--- src/fsc_consts.svh ---
/*
  Constants of the fail-safe clock monitor: register offsets, field
  positions, reset values, mode codes and sample timing.
  Assumes a 50 MHz sample clock and a 4-bit register address.
*/
// Notes on behaviour
// - entering a power-managed mode switches the clock mux to the source in clock_source_select_reg.
// - after that entry the monitor keeps checking the source now in use.
// - on a clock failure the device clock moves to internal_osc_mux and execution goes on there.
// - a failed source is never reselected automatically, only by a software write.
// - with the failure interrupt masked, a later interrupt in Idle resumes execution on internal_osc_mux.
// - in external clock, external RC or internal RC mode monitoring starts right after reset or wake.
// - in crystal modes internal_osc_mux is the device clock until the start-up timer expires, and in the PLL crystal mode the PLL timer too.
// - once the primary clock is stable it becomes the device clock and the RC clock only samples.
// - a primary oscillator that never starts raises no osc_fail_flag; software polls startup_done_status.
// - selecting another power-managed source while the primary still starts disables the primary.
`ifndef FSC_CONSTS_SVH
`define FSC_CONSTS_SVH

`define FSC_ADDR_SEL      4'h0
`define FSC_ADDR_STATUS   4'h4
`define FSC_ADDR_INT_STAT 4'h8
`define FSC_ADDR_INT_MASK 4'hC

`define FSC_SEL_RST       2'h0
`define FSC_MASK_RST      2'h0
`define FSC_INT_FAIL_BIT  0
`define FSC_INT_START_BIT 1

`define FSC_MODE_LP       4'h0
`define FSC_MODE_XT       4'h1
`define FSC_MODE_HS       4'h2
`define FSC_MODE_HIGH_SPEED_CRYSTAL_PLL_MODE    4'h6

`define FSC_CLK_NS        20
`define FSC_SAMPLE_NS     2000
`define FSC_SAMPLE_CYC    ((`FSC_SAMPLE_NS + `FSC_CLK_NS - 1) / `FSC_CLK_NS)

`endif

--- src/fsc_pkg.sv ---
/*
  Types of the fail-safe clock monitor.
  Assumes nothing beyond a SystemVerilog compiler.
*/
`default_nettype none
package fsc_pkg;
  typedef enum logic [1:0] {
    FSC_SRC_PRI,
    FSC_SRC_SEC,
    FSC_SRC_INT
  } fsc_src_type;

  typedef enum logic [1:0] {
    FSC_ST_BOOT,
    FSC_ST_WAIT,
    FSC_ST_RUN,
    FSC_ST_FAILED
  } fsc_state_type;
endpackage : fsc_pkg
`default_nettype wire

--- src/fsc_mon_if.sv ---
/*
  Link between the controller and the clock activity monitor.
  Assumes both ends run on sys_clk.
*/
`timescale 1ns/1ps
`default_nettype none
interface fsc_mon_if;
  import fsc_pkg::*;
  logic        en;
  logic        restart;
  fsc_src_type src;
  logic        fail;
  modport ctl (output en, output restart, output src, input fail);
  modport mon (input en, input restart, input src, output fail);
endinterface : fsc_mon_if
`default_nettype wire

--- src/fsc_activity_mon.sv ---
/*
  Clock activity monitor: looks for edges of the watched clock pin
  within one sample window and pulses fail when none came.
  Assumes watched clocks run below a quarter of sys_clk.
*/
`timescale 1ns/1ps
`default_nettype none
`include "fsc_consts.svh"
module fsc_activity_mon
  import fsc_pkg::*;
(
  input wire logic sys_clk,
  input wire logic rst,
  input wire logic prim_clk_pin,
  input wire logic sec_clk_pin,
  fsc_mon_if.mon   mon
);
  localparam logic [7:0] WIN = 8'(`FSC_SAMPLE_CYC);

  logic [1:0] meta_q;
  logic [1:0] sync_q;
  logic [1:0] last_q;
  logic [7:0] cnt_q;
  logic       fail_q;
  logic       edge_seen;

  always_ff @(posedge sys_clk or posedge rst)
  begin
    if (rst)
    begin
      meta_q <= 2'h0;
      sync_q <= 2'h0;
      last_q <= 2'h0;
    end
    else
    begin
      meta_q <= {sec_clk_pin, prim_clk_pin};
      sync_q <= meta_q;
      last_q <= sync_q;
    end
  end

  // the second and third flops feed the edge test
  assign edge_seen = (mon.src == FSC_SRC_SEC) ? (sync_q[1] ^ last_q[1])
                                              : (sync_q[0] ^ last_q[0]);

  always_ff @(posedge sys_clk or posedge rst)
  begin
    if (rst)
    begin
      cnt_q  <= 8'h00;
      fail_q <= 1'b0;
    end
    else
    begin
      fail_q <= 1'b0;
      if (!mon.en || mon.restart || edge_seen)
        cnt_q <= 8'h00;
      else if (cnt_q == WIN - 8'h01)
      begin
        cnt_q  <= 8'h00;
        fail_q <= 1'b1;
      end
      else
        cnt_q <= cnt_q + 8'h01;
    end
  end

  assign mon.fail = fail_q;
endmodule : fsc_activity_mon
`default_nettype wire

--- src/fsc_clock_monitor.sv ---
/*
  Fail-safe clock monitor controller: clock source mux select, start-up
  hold on the internal oscillator, failure switch-over, register port
  and interrupt.
  Assumes pm_enter, wake, ext_irq are one-cycle pulses and ost_done,
  pll_done, pm_idle are levels, all from logic on sys_clk.
*/
// The placing of the registers and the address-and-strobe port were chosen for this implementation.
`timescale 1ns/1ps
`default_nettype none
`include "fsc_consts.svh"
module fsc_clock_monitor
  import fsc_pkg::*;
(
  input  wire logic       sys_clk,
  input  wire logic       rst,
  input  wire logic [3:0] osc_mode,
  input  wire logic       prim_clk_pin,
  input  wire logic       sec_clk_pin,
  input  wire logic       pm_enter,
  input  wire logic       pm_idle,
  input  wire logic       wake,
  input  wire logic       ost_done,
  input  wire logic       pll_done,
  input  wire logic       ext_irq,
  input  wire logic [3:0] reg_addr,
  input  wire logic [7:0] reg_wdata,
  input  wire logic       reg_wr,
  input  wire logic       reg_rd,
  output logic      [7:0] reg_rdata,
  output logic      [1:0] clk_sel,
  output logic            primary_en,
  output logic            cpu_run,
  output logic            irq
);

  //////////////////////////////////////////////////////////////////////
  // decode helpers
  function automatic logic is_crystal(input logic [3:0] m);
    is_crystal = (m == `FSC_MODE_LP) || (m == `FSC_MODE_XT) ||
                 (m == `FSC_MODE_HS) || (m == `FSC_MODE_HIGH_SPEED_CRYSTAL_PLL_MODE);
  endfunction : is_crystal

  // code 3 is not a source; it falls back to the internal oscillator
  function automatic fsc_src_type decode_src(input logic [1:0] f);
    unique case (f)
      2'h0:    decode_src = FSC_SRC_PRI;
      2'h1:    decode_src = FSC_SRC_SEC;
      default: decode_src = FSC_SRC_INT;
    endcase
  endfunction : decode_src

  //////////////////////////////////////////////////////////////////////
  // state
  fsc_mon_if mon_if ();

  fsc_state_type state_q;
  fsc_src_type   clk_sel_q;
  logic    [3:0] mode_q;
  logic    [1:0] sel_q;
  logic    [1:0] int_stat_q;
  logic    [1:0] int_mask_q;
  logic          primary_en_q;
  logic          cpu_run_q;
  logic          irq_q;
  logic          startup_q;
  logic    [7:0] rdata_q;
  logic          sel_wr;
  logic          stat_rd;
  logic          mon_fail;
  logic          timers_done;
  logic    [1:0] int_set;

  assign sel_wr      = reg_wr && (reg_addr == `FSC_ADDR_SEL);
  assign stat_rd     = reg_rd && (reg_addr == `FSC_ADDR_INT_STAT);
  assign mon_fail    = mon_if.fail && (state_q == FSC_ST_RUN);
  // the PLL timer only matters in the PLL crystal mode
  assign timers_done = ost_done &&
                       (pll_done || (mode_q != `FSC_MODE_HIGH_SPEED_CRYSTAL_PLL_MODE));

  //////////////////////////////////////////////////////////////////////
  // activity monitor

  // watch whatever external clock is in use; never during start-up
  assign mon_if.en      = (state_q == FSC_ST_RUN) &&
                          (clk_sel_q != FSC_SRC_INT);
  assign mon_if.restart = pm_enter;
  assign mon_if.src     = clk_sel_q;

  fsc_activity_mon u_mon (
    .sys_clk      (sys_clk),
    .rst          (rst),
    .prim_clk_pin (prim_clk_pin),
    .sec_clk_pin  (sec_clk_pin),
    .mon          (mon_if.mon)
  );

  //////////////////////////////////////////////////////////////////////
  // clock source sequencing

  // the mode straps are caught on the first edge after reset release
  always_ff @(posedge sys_clk or posedge rst)
  begin
    if (rst)
      mode_q <= 4'h0;
    else if (state_q == FSC_ST_BOOT)
      mode_q <= osc_mode;
  end

  always_ff @(posedge sys_clk or posedge rst)
  begin
    if (rst)
    begin
      state_q      <= FSC_ST_BOOT;
      clk_sel_q    <= FSC_SRC_INT;
      primary_en_q <= 1'b1;
    end
    else if (wake)
    begin
      state_q      <= FSC_ST_BOOT;
      clk_sel_q    <= FSC_SRC_INT;
      primary_en_q <= 1'b1;
    end
    else
    begin
      unique case (state_q)
        FSC_ST_BOOT:
        begin
          if (is_crystal(osc_mode))
          begin
            state_q   <= FSC_ST_WAIT;
            clk_sel_q <= FSC_SRC_INT;
          end
          else
          begin
            state_q   <= FSC_ST_RUN;
            clk_sel_q <= FSC_SRC_PRI;
          end
        end
        FSC_ST_WAIT:
        begin
          if (pm_enter && (decode_src(sel_q) != FSC_SRC_PRI))
          begin
            state_q      <= FSC_ST_RUN;
            clk_sel_q    <= decode_src(sel_q);
            primary_en_q <= 1'b0;
          end
          else if (timers_done)
          begin
            state_q   <= FSC_ST_RUN;
            clk_sel_q <= FSC_SRC_PRI;
          end
        end
        FSC_ST_RUN:
        begin
          if (mon_if.fail)
          begin
            state_q   <= FSC_ST_FAILED;
            clk_sel_q <= FSC_SRC_INT;
          end
          else if (pm_enter)
          begin
            clk_sel_q <= decode_src(sel_q);
            if (decode_src(sel_q) == FSC_SRC_PRI)
              primary_en_q <= 1'b1;
          end
        end
        FSC_ST_FAILED:
        begin
          // stay on the internal oscillator until software reselects
          if (sel_wr)
          begin
            state_q   <= FSC_ST_RUN;
            clk_sel_q <= decode_src(reg_wdata[1:0]);
            if (decode_src(reg_wdata[1:0]) == FSC_SRC_PRI)
              primary_en_q <= 1'b1;
          end
        end
      endcase
    end
  end

  //////////////////////////////////////////////////////////////////////
  // execution resume
  always_ff @(posedge sys_clk or posedge rst)
  begin
    if (rst)
      cpu_run_q <= 1'b1;
    else if (wake || ext_irq || irq_q)
      cpu_run_q <= 1'b1;
    else if (mon_fail && int_mask_q[`FSC_INT_FAIL_BIT])
      cpu_run_q <= 1'b1;
    else if (pm_enter && pm_idle)
      cpu_run_q <= 1'b0;
  end

  //////////////////////////////////////////////////////////////////////
  // registers
  always_ff @(posedge sys_clk or posedge rst)
  begin
    if (rst)
      sel_q <= `FSC_SEL_RST;
    else if (sel_wr)
      sel_q <= reg_wdata[1:0];
  end

  always_ff @(posedge sys_clk or posedge rst)
  begin
    if (rst)
      int_mask_q <= `FSC_MASK_RST;
    else if (reg_wr && (reg_addr == `FSC_ADDR_INT_MASK))
      int_mask_q <= reg_wdata[1:0];
  end

  always_ff @(posedge sys_clk or posedge rst)
  begin
    if (rst)
      startup_q <= 1'b0;
    else
      startup_q <= ost_done;
  end

  always_ff @(posedge sys_clk or posedge rst)
  begin
    if (rst)
      rdata_q <= 8'h00;
    else if (reg_rd)
    begin
      unique case (reg_addr)
        `FSC_ADDR_SEL:      rdata_q <= {6'h00, sel_q};
        `FSC_ADDR_STATUS:   rdata_q <= {3'h0,
                                        state_q == FSC_ST_FAILED,
                                        primary_en_q, startup_q,
                                        clk_sel_q};
        `FSC_ADDR_INT_STAT: rdata_q <= {6'h00, int_stat_q};
        `FSC_ADDR_INT_MASK: rdata_q <= {6'h00, int_mask_q};
        default:            rdata_q <= 8'h00;
      endcase
    end
    else
      rdata_q <= 8'h00;
  end

  //////////////////////////////////////////////////////////////////////
  // interrupt
  always_comb
  begin
    int_set                     = 2'h0;
    int_set[`FSC_INT_FAIL_BIT]  = mon_fail;
    int_set[`FSC_INT_START_BIT] = (state_q == FSC_ST_WAIT) && timers_done;
  end

  // a new event in the clearing read cycle survives the clear
  always_ff @(posedge sys_clk or posedge rst)
  begin
    if (rst)
      int_stat_q <= 2'h0;
    else
      int_stat_q <= (stat_rd ? 2'h0 : int_stat_q) | int_set;
  end

  always_ff @(posedge sys_clk or posedge rst)
  begin
    if (rst)
      irq_q <= 1'b0;
    else
      irq_q <= |(int_stat_q & int_mask_q);
  end

  assign reg_rdata  = rdata_q;
  assign clk_sel    = clk_sel_q;
  assign primary_en = primary_en_q;
  assign cpu_run    = cpu_run_q;
  assign irq        = irq_q;
endmodule : fsc_clock_monitor
`default_nettype wire

--- config.mk ---
export PLATFORM = sky130hd
export DESIGN_NAME = fsc_clock_monitor
export DESIGN_NICKNAME = d
export VERILOG_FILES = /design/src/fsc_pkg.sv /design/src/fsc_mon_if.sv /design/src/fsc_activity_mon.sv /design/src/fsc_clock_monitor.sv
export VERILOG_INCLUDE_DIRS = /design/src
export SDC_FILE = /design/constraint.sdc
export NUM_CORES = 1
export LEC_CHECK = 0
export BUFFER_PORTS_ARGS = -buffer_cell sky130_fd_sc_hd__buf_4
export CORE_AREA = 2 2 72 54
export CTS_BUF_LIST = sky130_fd_sc_hd__clkbuf_4
export DETAILED_ROUTE_END_ITERATION = 6
export DIE_AREA = 0 0 74 56
export HOLD_SLACK_MARGIN = 0.15
export PLACE_DENSITY = 0.9
export SYNTH_ARGS = -nofsm -noshare
export SYNTH_HDL_FRONTEND = slang
export SYNTH_SLANG_ARGS = --single-unit
--- constraint.sdc ---
create_clock -name sys_clk -period 1.7 [get_ports sys_clk]
set_input_delay 0.17 -clock sys_clk [delete_from_list [all_inputs] [get_ports sys_clk]]
set_output_delay 0.17 -clock sys_clk [all_outputs]
set_load 0.01 [all_outputs]
Word level (Yosys, flattened, before mapping)
Cells that the tools add are included.
Storage, ports and cells
  register bits after elaboration: 41
  logic and storage cells: 121
Cells by class
  bitwise logic cells: 4
  add/sub/neg operators: 1
  muxes and demuxes: 43
  equality and inequality tests: 24
  reduce and logical (&&, ||, !) cells: 33
Operators with widths (number)
  2-bit two-way mux: 21
  8-bit two-way mux: 3
  5-bit one-hot mux with 4 select lines: 1
  2-bit one-hot mux with 4 select lines: 2
  3-bit != test, second input constant: 5
  1-bit two-way mux: 13
  1-bit logical AND: 10
  2-bit logical NOT: 5
  8-bit by 1-bit adder with 8-bit output, second input constant: 1
  2-bit by 1-bit == test with 1-bit output, second input constant: 4
  4-bit by 3-bit == test with 1-bit output, second input constant: 2
  4-bit == test, second input constant: 2
  8-bit by 7-bit == test with 1-bit output, second input constant: 1
  4-bit logical NOT: 2
  1-bit logical OR: 8
  4-bit by 3-bit != test with 1-bit output, second input constant: 2
  2-bit one-hot mux with 2 select lines: 2
  7-bit AND reduction: 1
  3-bit by 2-bit != test with 1-bit output, second input constant: 2
  3-bit AND reduction: 2
  2-bit == test, second input constant: 2
  4-bit by 1-bit == test with 1-bit output, second input constant: 1
  4-bit by 2-bit == test with 1-bit output, second input constant: 1
  4-bit != test, second input constant: 1
  10 further kinds: 11

Logic depth before layout (Yosys ltp)
  depth after elaboration: 12
  mapped depth: 6
  gate-level depth less buffers: 5

Hierarchy
A second synthesis with hierarchy kept.
Unflattened totals
  cells, all modules: 161
  area, all modules: 1836.8 um^2
By module, submodules not included
  fsc_clock_monitor: area an instance 1213.7 um^2, times used 1, cells an instance 109, sequential area each 579.3 um^2
  fsc_activity_mon: area an instance 623.1 um^2, times used 1, cells an instance 52, sequential area each 375.4 um^2

Worst setup path after synthesis
OpenSTA, ideal clock, no wires.
  path type: register to register
  from: reg clk_sel_q[1] (netlist: clk_sel[1])
  to: reg u_mon.cnt_q[1]
  setup slack: 0.280 ns
  library setup time: 0.091 ns
  arrival time: 1.329 ns
  cell stages (with the launch flop): 5
  period minus slack after synthesis: 1.420 ns
  cells stage by stage: dfstp_2 > nand2b_1 > mux2i_1 > nand4b_1 > nor3b_1
On the way
  word-level cells in the longest chain between the ends: 6
  elaborated cells on any way between the ends: 8
RTL lines
  start, declared: line fsc_clock_monitor.sv:58  | fsc_src_type clk_sel_q;
  start signal, assigned: line fsc_clock_monitor.sv:145  | clk_sel_q <= decode_src(sel_q);
  start signal, assigned: line fsc_clock_monitor.sv:163  | clk_sel_q <= decode_src(sel_q);
  start signal, assigned: line fsc_clock_monitor.sv:174  | clk_sel_q <= decode_src(reg_wdata[1:0]);
  2-bit != test: line fsc_clock_monitor.sv:86  | (clk_sel_q != FSC_SRC_INT);
  1-bit logical AND: line fsc_clock_monitor.sv:85  | assign mon_if.en = (state_q == FSC_ST_RUN) &&
  1-bit logical NOT: line fsc_activity_mon.sv:57  | if (!mon.en || mon.restart || edge_seen)
  1-bit logical OR: line fsc_activity_mon.sv:57
  1-bit logical OR *: line fsc_activity_mon.sv:57
  8-bit two-way mux *: line fsc_activity_mon.sv:57
  end signal, assigned: line fsc_activity_mon.sv:65  | cnt_q <= cnt_q + 8'h01;
  end, declared: line fsc_activity_mon.sv:23  | logic [7:0] cnt_q;
Every way passes the cells marked *; elsewhere a longest branch is shown, timed or not.
A chain may end at the register's enable or synchronous reset.

Final worst setup path
  from: in wake
  to: reg cpu_run_q (netlist: cpu_run)
On the way
  word-level cells in the longest chain between the ends: 3
  elaborated cells on any way between the ends: 4
RTL lines
  start, declared: line fsc_clock_monitor.sv:22  | input wire logic wake,
  1-bit logical OR * (2 in a row): line fsc_clock_monitor.sv:189  | else if (wake || ext_irq || irq_q)
  3-bit nonzero test (no source line) or 1-bit two-way mux (tied branches)
  end signal, assigned: line fsc_clock_monitor.sv:188  | cpu_run_q <= 1'b1;
  end signal, assigned: line fsc_clock_monitor.sv:190  | cpu_run_q <= 1'b1;
  end signal, assigned: line fsc_clock_monitor.sv:192  | cpu_run_q <= 1'b1;
  end, declared: line fsc_clock_monitor.sv:64  | logic cpu_run_q;
Marks and branches as above.

==> impl_metrics.py <==
metrics = {
    "clock_network": {
        "clkSlewWorstSetupHoldPaths_ns": 0.11,
        "clockBufferDepth": 2,
        "cts_buffers": 5,
        "htree_num_levels": 2,
        "clkSinkCount": 38,
        "clock_latency_ns": 0.35,
        "root_buffer": "clkbuf_4",
        "cts_tree": "built",
        "post_cts_buffers": 0,
    },
    "power": {
        "pwr-share-clk_pct": 35.1,
        "power_density_nw_per_um2": 894.0,
        "p_leak_uw": 0.001073,
        "combinationalPowerShare_pct": 15.3,
        "pwr-share-seq_pct": 49.7,
        "p_int_uw": 1623,
        "swShare_pct": 23.60,
        "p_sw_uw": 501.3,
        "vdd_ir_drop_max_v": 0.0008664,
    },
    "logic_synthesis": {
        "synth_edf_count": 0,
        "synth_top_area_share_pct": 47.98,
        "synth_cell_types": 53,
        "syn-cell-area_um2": 1826,
        "synthFlopType": "dfrtp_1",
        "ys_warn_count": 0,
        "synth_top_cell_by_area": "dfrtp_1",
        "ys_top_cells_by_area": "dfrtp_1, mux2_2, dfstp_2",
        "synth-seq-cells": 38,
        "synthCells": 153,
        "ys_async_sr_fraction_pct": 100.0,
        "avgSynthCellArea_um2": 11.93,
        "yosysSeqAreaShare_pct": 52.30,
    },
    "min_path": {
        "min_to": "int_stat_q[0]",
        "hold_depth": 3,
        "min_from": "reg_addr[3]",
        "hp-class": "in -> reg",
    },
    "drt": {
        "vias_per_cell": 5.473,
        "drtIter0Drc": 50,
        "wl_per_cell_um": 15.84,
        "first_pass_iters": 4,
        "routed_wl_mm": 4.087,
        "drc": 0,
        "ant_nets": 0,
        "num_vias": 1412,
    },
    "layout": {
        "final_cell_mix": "buf_4, dfrtp_1, dlygate4sd3_1",
        "fin_cells": 258,
        "fin_area_um2": 2376,
        "nNetsFinal": 236,
        "antenna_cells": 0,
        "drive_gt1_share_pct": 34.62,
        "final_common_cell": "buf_4",
        "area_growth_syn_to_layout_pct": 30.16,
    },
    "setup_path": {
        "path_depth": 5,
        "cp_data_required_time_ns": 1.99,
        "crit_arrival_ns": 1.90,
        "criticalPathCategory": "in -> reg",
        "cpMostUsedCell": "dlygate4sd3_1",
        "cp_slowest_cell": "dlygate4sd3_1",
        "cp_max_fo": 8,
        "rrSetupSlack_ns": 0.11,
        "r2r_cells": 4,
        "r2r-start": "state_q[1]",
        "end_kind": "register",
        "crit_buf_inv": 3,
        "critical-path-top-delay-family": "buffers and inverters",
        "crit_path_cell_trace": "dlygate4sd3_1 > buf_4 > a2111oi_2 > dlygate4sd3_1 > nand2_1",
        "slowest_delay_ns": 0.61,
        "r2r-end": "clk_sel[1]",
        "cp-start-kind": "input pin",
    },
    "global_route": {
        "grt_pass1_wl_mm": 6.955,
        "grt_pass1_vias": 1541,
        "track_usage_pct": 22.38,
        "grt_max_degree": 39,
        "grtUsageMet3_pct": 5.072,
        "overflow": 0,
        "use_met1_pct": 26.42,
        "grt_use_met2_pct": 39.16,
        "antenna_found_initial": 0,
        "busiest_layer": "met2",
    },
    "timing": {
        "setup_viol": 0,
        "rsz0062_at_grt": "no",
        "max_freq_mhz": 621.6,
        "period_minus_slack_ns": 1.609,
        "finalCritPeriodShare_pct": 94.63,
        "finalHoldViolCount": 0,
        "slew_violations": 0,
        "hold_ws_ns": 0.2076,
        "fin_tns_setup_ns": 0,
        "fin_skew_ns": 0.009366,
    },
    "floorplan": {
        "die-height_um": 56,
        "core-area_um2": 3401,
        "dieArea_um2": 4144,
        "fp.dieW_um": 74,
        "start_util_pct": 53.68,
        "rows": 18,
        "io_pins": 41,
    },
    "placement": {
        "port_buffers": 31,
        "place_area_um2": 2127,
        "hpwlAfterDp_mm": 2.686,
        "gp_congestion": 0.7841,
        "dp.cells": 236,
    },
    "run_status": {
        "status": "complete, no violations",
    },
    "flow_run": {
        "cap_violations": 0,
    },
}
-- power by group through the flow --
stage	sequential [uW]	combinational [uW]	clock, uW
final	1060	324	745
after global placement	1060	286	0
after detailed placement	1070	295	0
after floorplan	1050	197	0
after global routing	1070	358	793
after CTS	1050	323	754
-- area by class of cell --
cell class                      instances  area (um2)
Clock buffer                            5       37.54
Clock inverter                          3       63.81
Fill cell                             242        1025
Inverter                                5       18.77
Multi-Input combinational cell        105       812.0
Sequential cell                        38       955.9
Tap cell                               50       62.56
Timing Repair Buffer                   52       425.4
-- sequential cells by signal (all words and copies together), names as in the netlist, 2 cells and up --
signal / count
state_q: 2
sel_q: 2
clk_sel: 2
u_mon.sync_q: 2
u_mon.last_q: 2
u_mon.meta_q: 2
u_mon.cnt_q: 8
reg_rdata: 5
int_stat_q: 2
int_mask_q: 2
mode_q: 4
-- worst reg2reg max path, cell delays in order (launching register included) --
cell and delay (ns):
dfrtp_2 0.49, nor2b_1 0.20, nor3b_2 0.20, a221oi_2 0.32
mux2_4 0.33
-- kinds of logic (layout without fill, tap and decap cells) --
logic type	Yosys count	in the layout	synth area share (%)
other cells	1	3	0.2054
buf+inv	12	65	3.975
xor+xnor	8	8	3.838
flops	38	38	52.30
fa+ha+maj	1	1	0.6853
compound gates	21	21	9.527
mux	14	14	9.938
simple gates	58	58	19.53
-- per-layer routing --
| layer | wire length [um] | vias up |
|---|---|---|
| li1 | - | 658 |
| met1 | 1629 | 701 |
| met2 | 2195 | 47 |
| met3 | 217 | 6 |
| met4 | 45 | 0 |
| met5 | 0 | - |
-- repair_timing --
action	in CTS	in global routing
hold buffers	14	0
gates resized for setup	0	3
endpoints found under the hold margin	51	0
setup endpoints to repair	0	2
-- worst max path at each step --
stage                     slack, ns             end       start
after floorplan                0.28  u_mon.cnt_q[1]  clk_sel[1]
after global placement         0.14      clk_sel[1]  state_q[1]
after detailed placement       0.07      clk_sel[1]  state_q[1]
after CTS                      0.06      clk_sel[1]  state_q[1]
after global routing           0.01      clk_sel[1]  state_q[0]
final                          0.09         cpu_run        wake
-- through the flow --
| step | util (%) | worst slack (ns) | total power [uW] |
|---|---|---|---|
| after global placement | 62.55 | 0.1421 | 1350 |
| after CTS | 69.65 | 0.05592 | 2128 |
| after detailed placement | 62.55 | 0.07031 | 1364 |
| after global routing | 69.87 | 0.01126 | 2219 |
| after floorplan | - | 0.2804 | 1246 |
| final | 69.87 | 0.09127 | 2124 |
-- cell usage after synthesis (2+ instances only) --
cell and number:
mux2_2 9, inv_1 5, nand3_1 5, nor2_1 7, nor3_1 9, mux2i_1 2
nor2b_1 2, buf_4 3, and3_1 2, mux4_2 2, o21ai_1 2, dfstp_2 3
xor2_1 4, nand4b_1 2, and2_1 3, xnor2_1 4, nand2_1 13, dfrtp_1 35
o21ai_0 4, buf_6 2, a21oi_1 3
No activity file was read; power rests on OpenSTA's default activity.
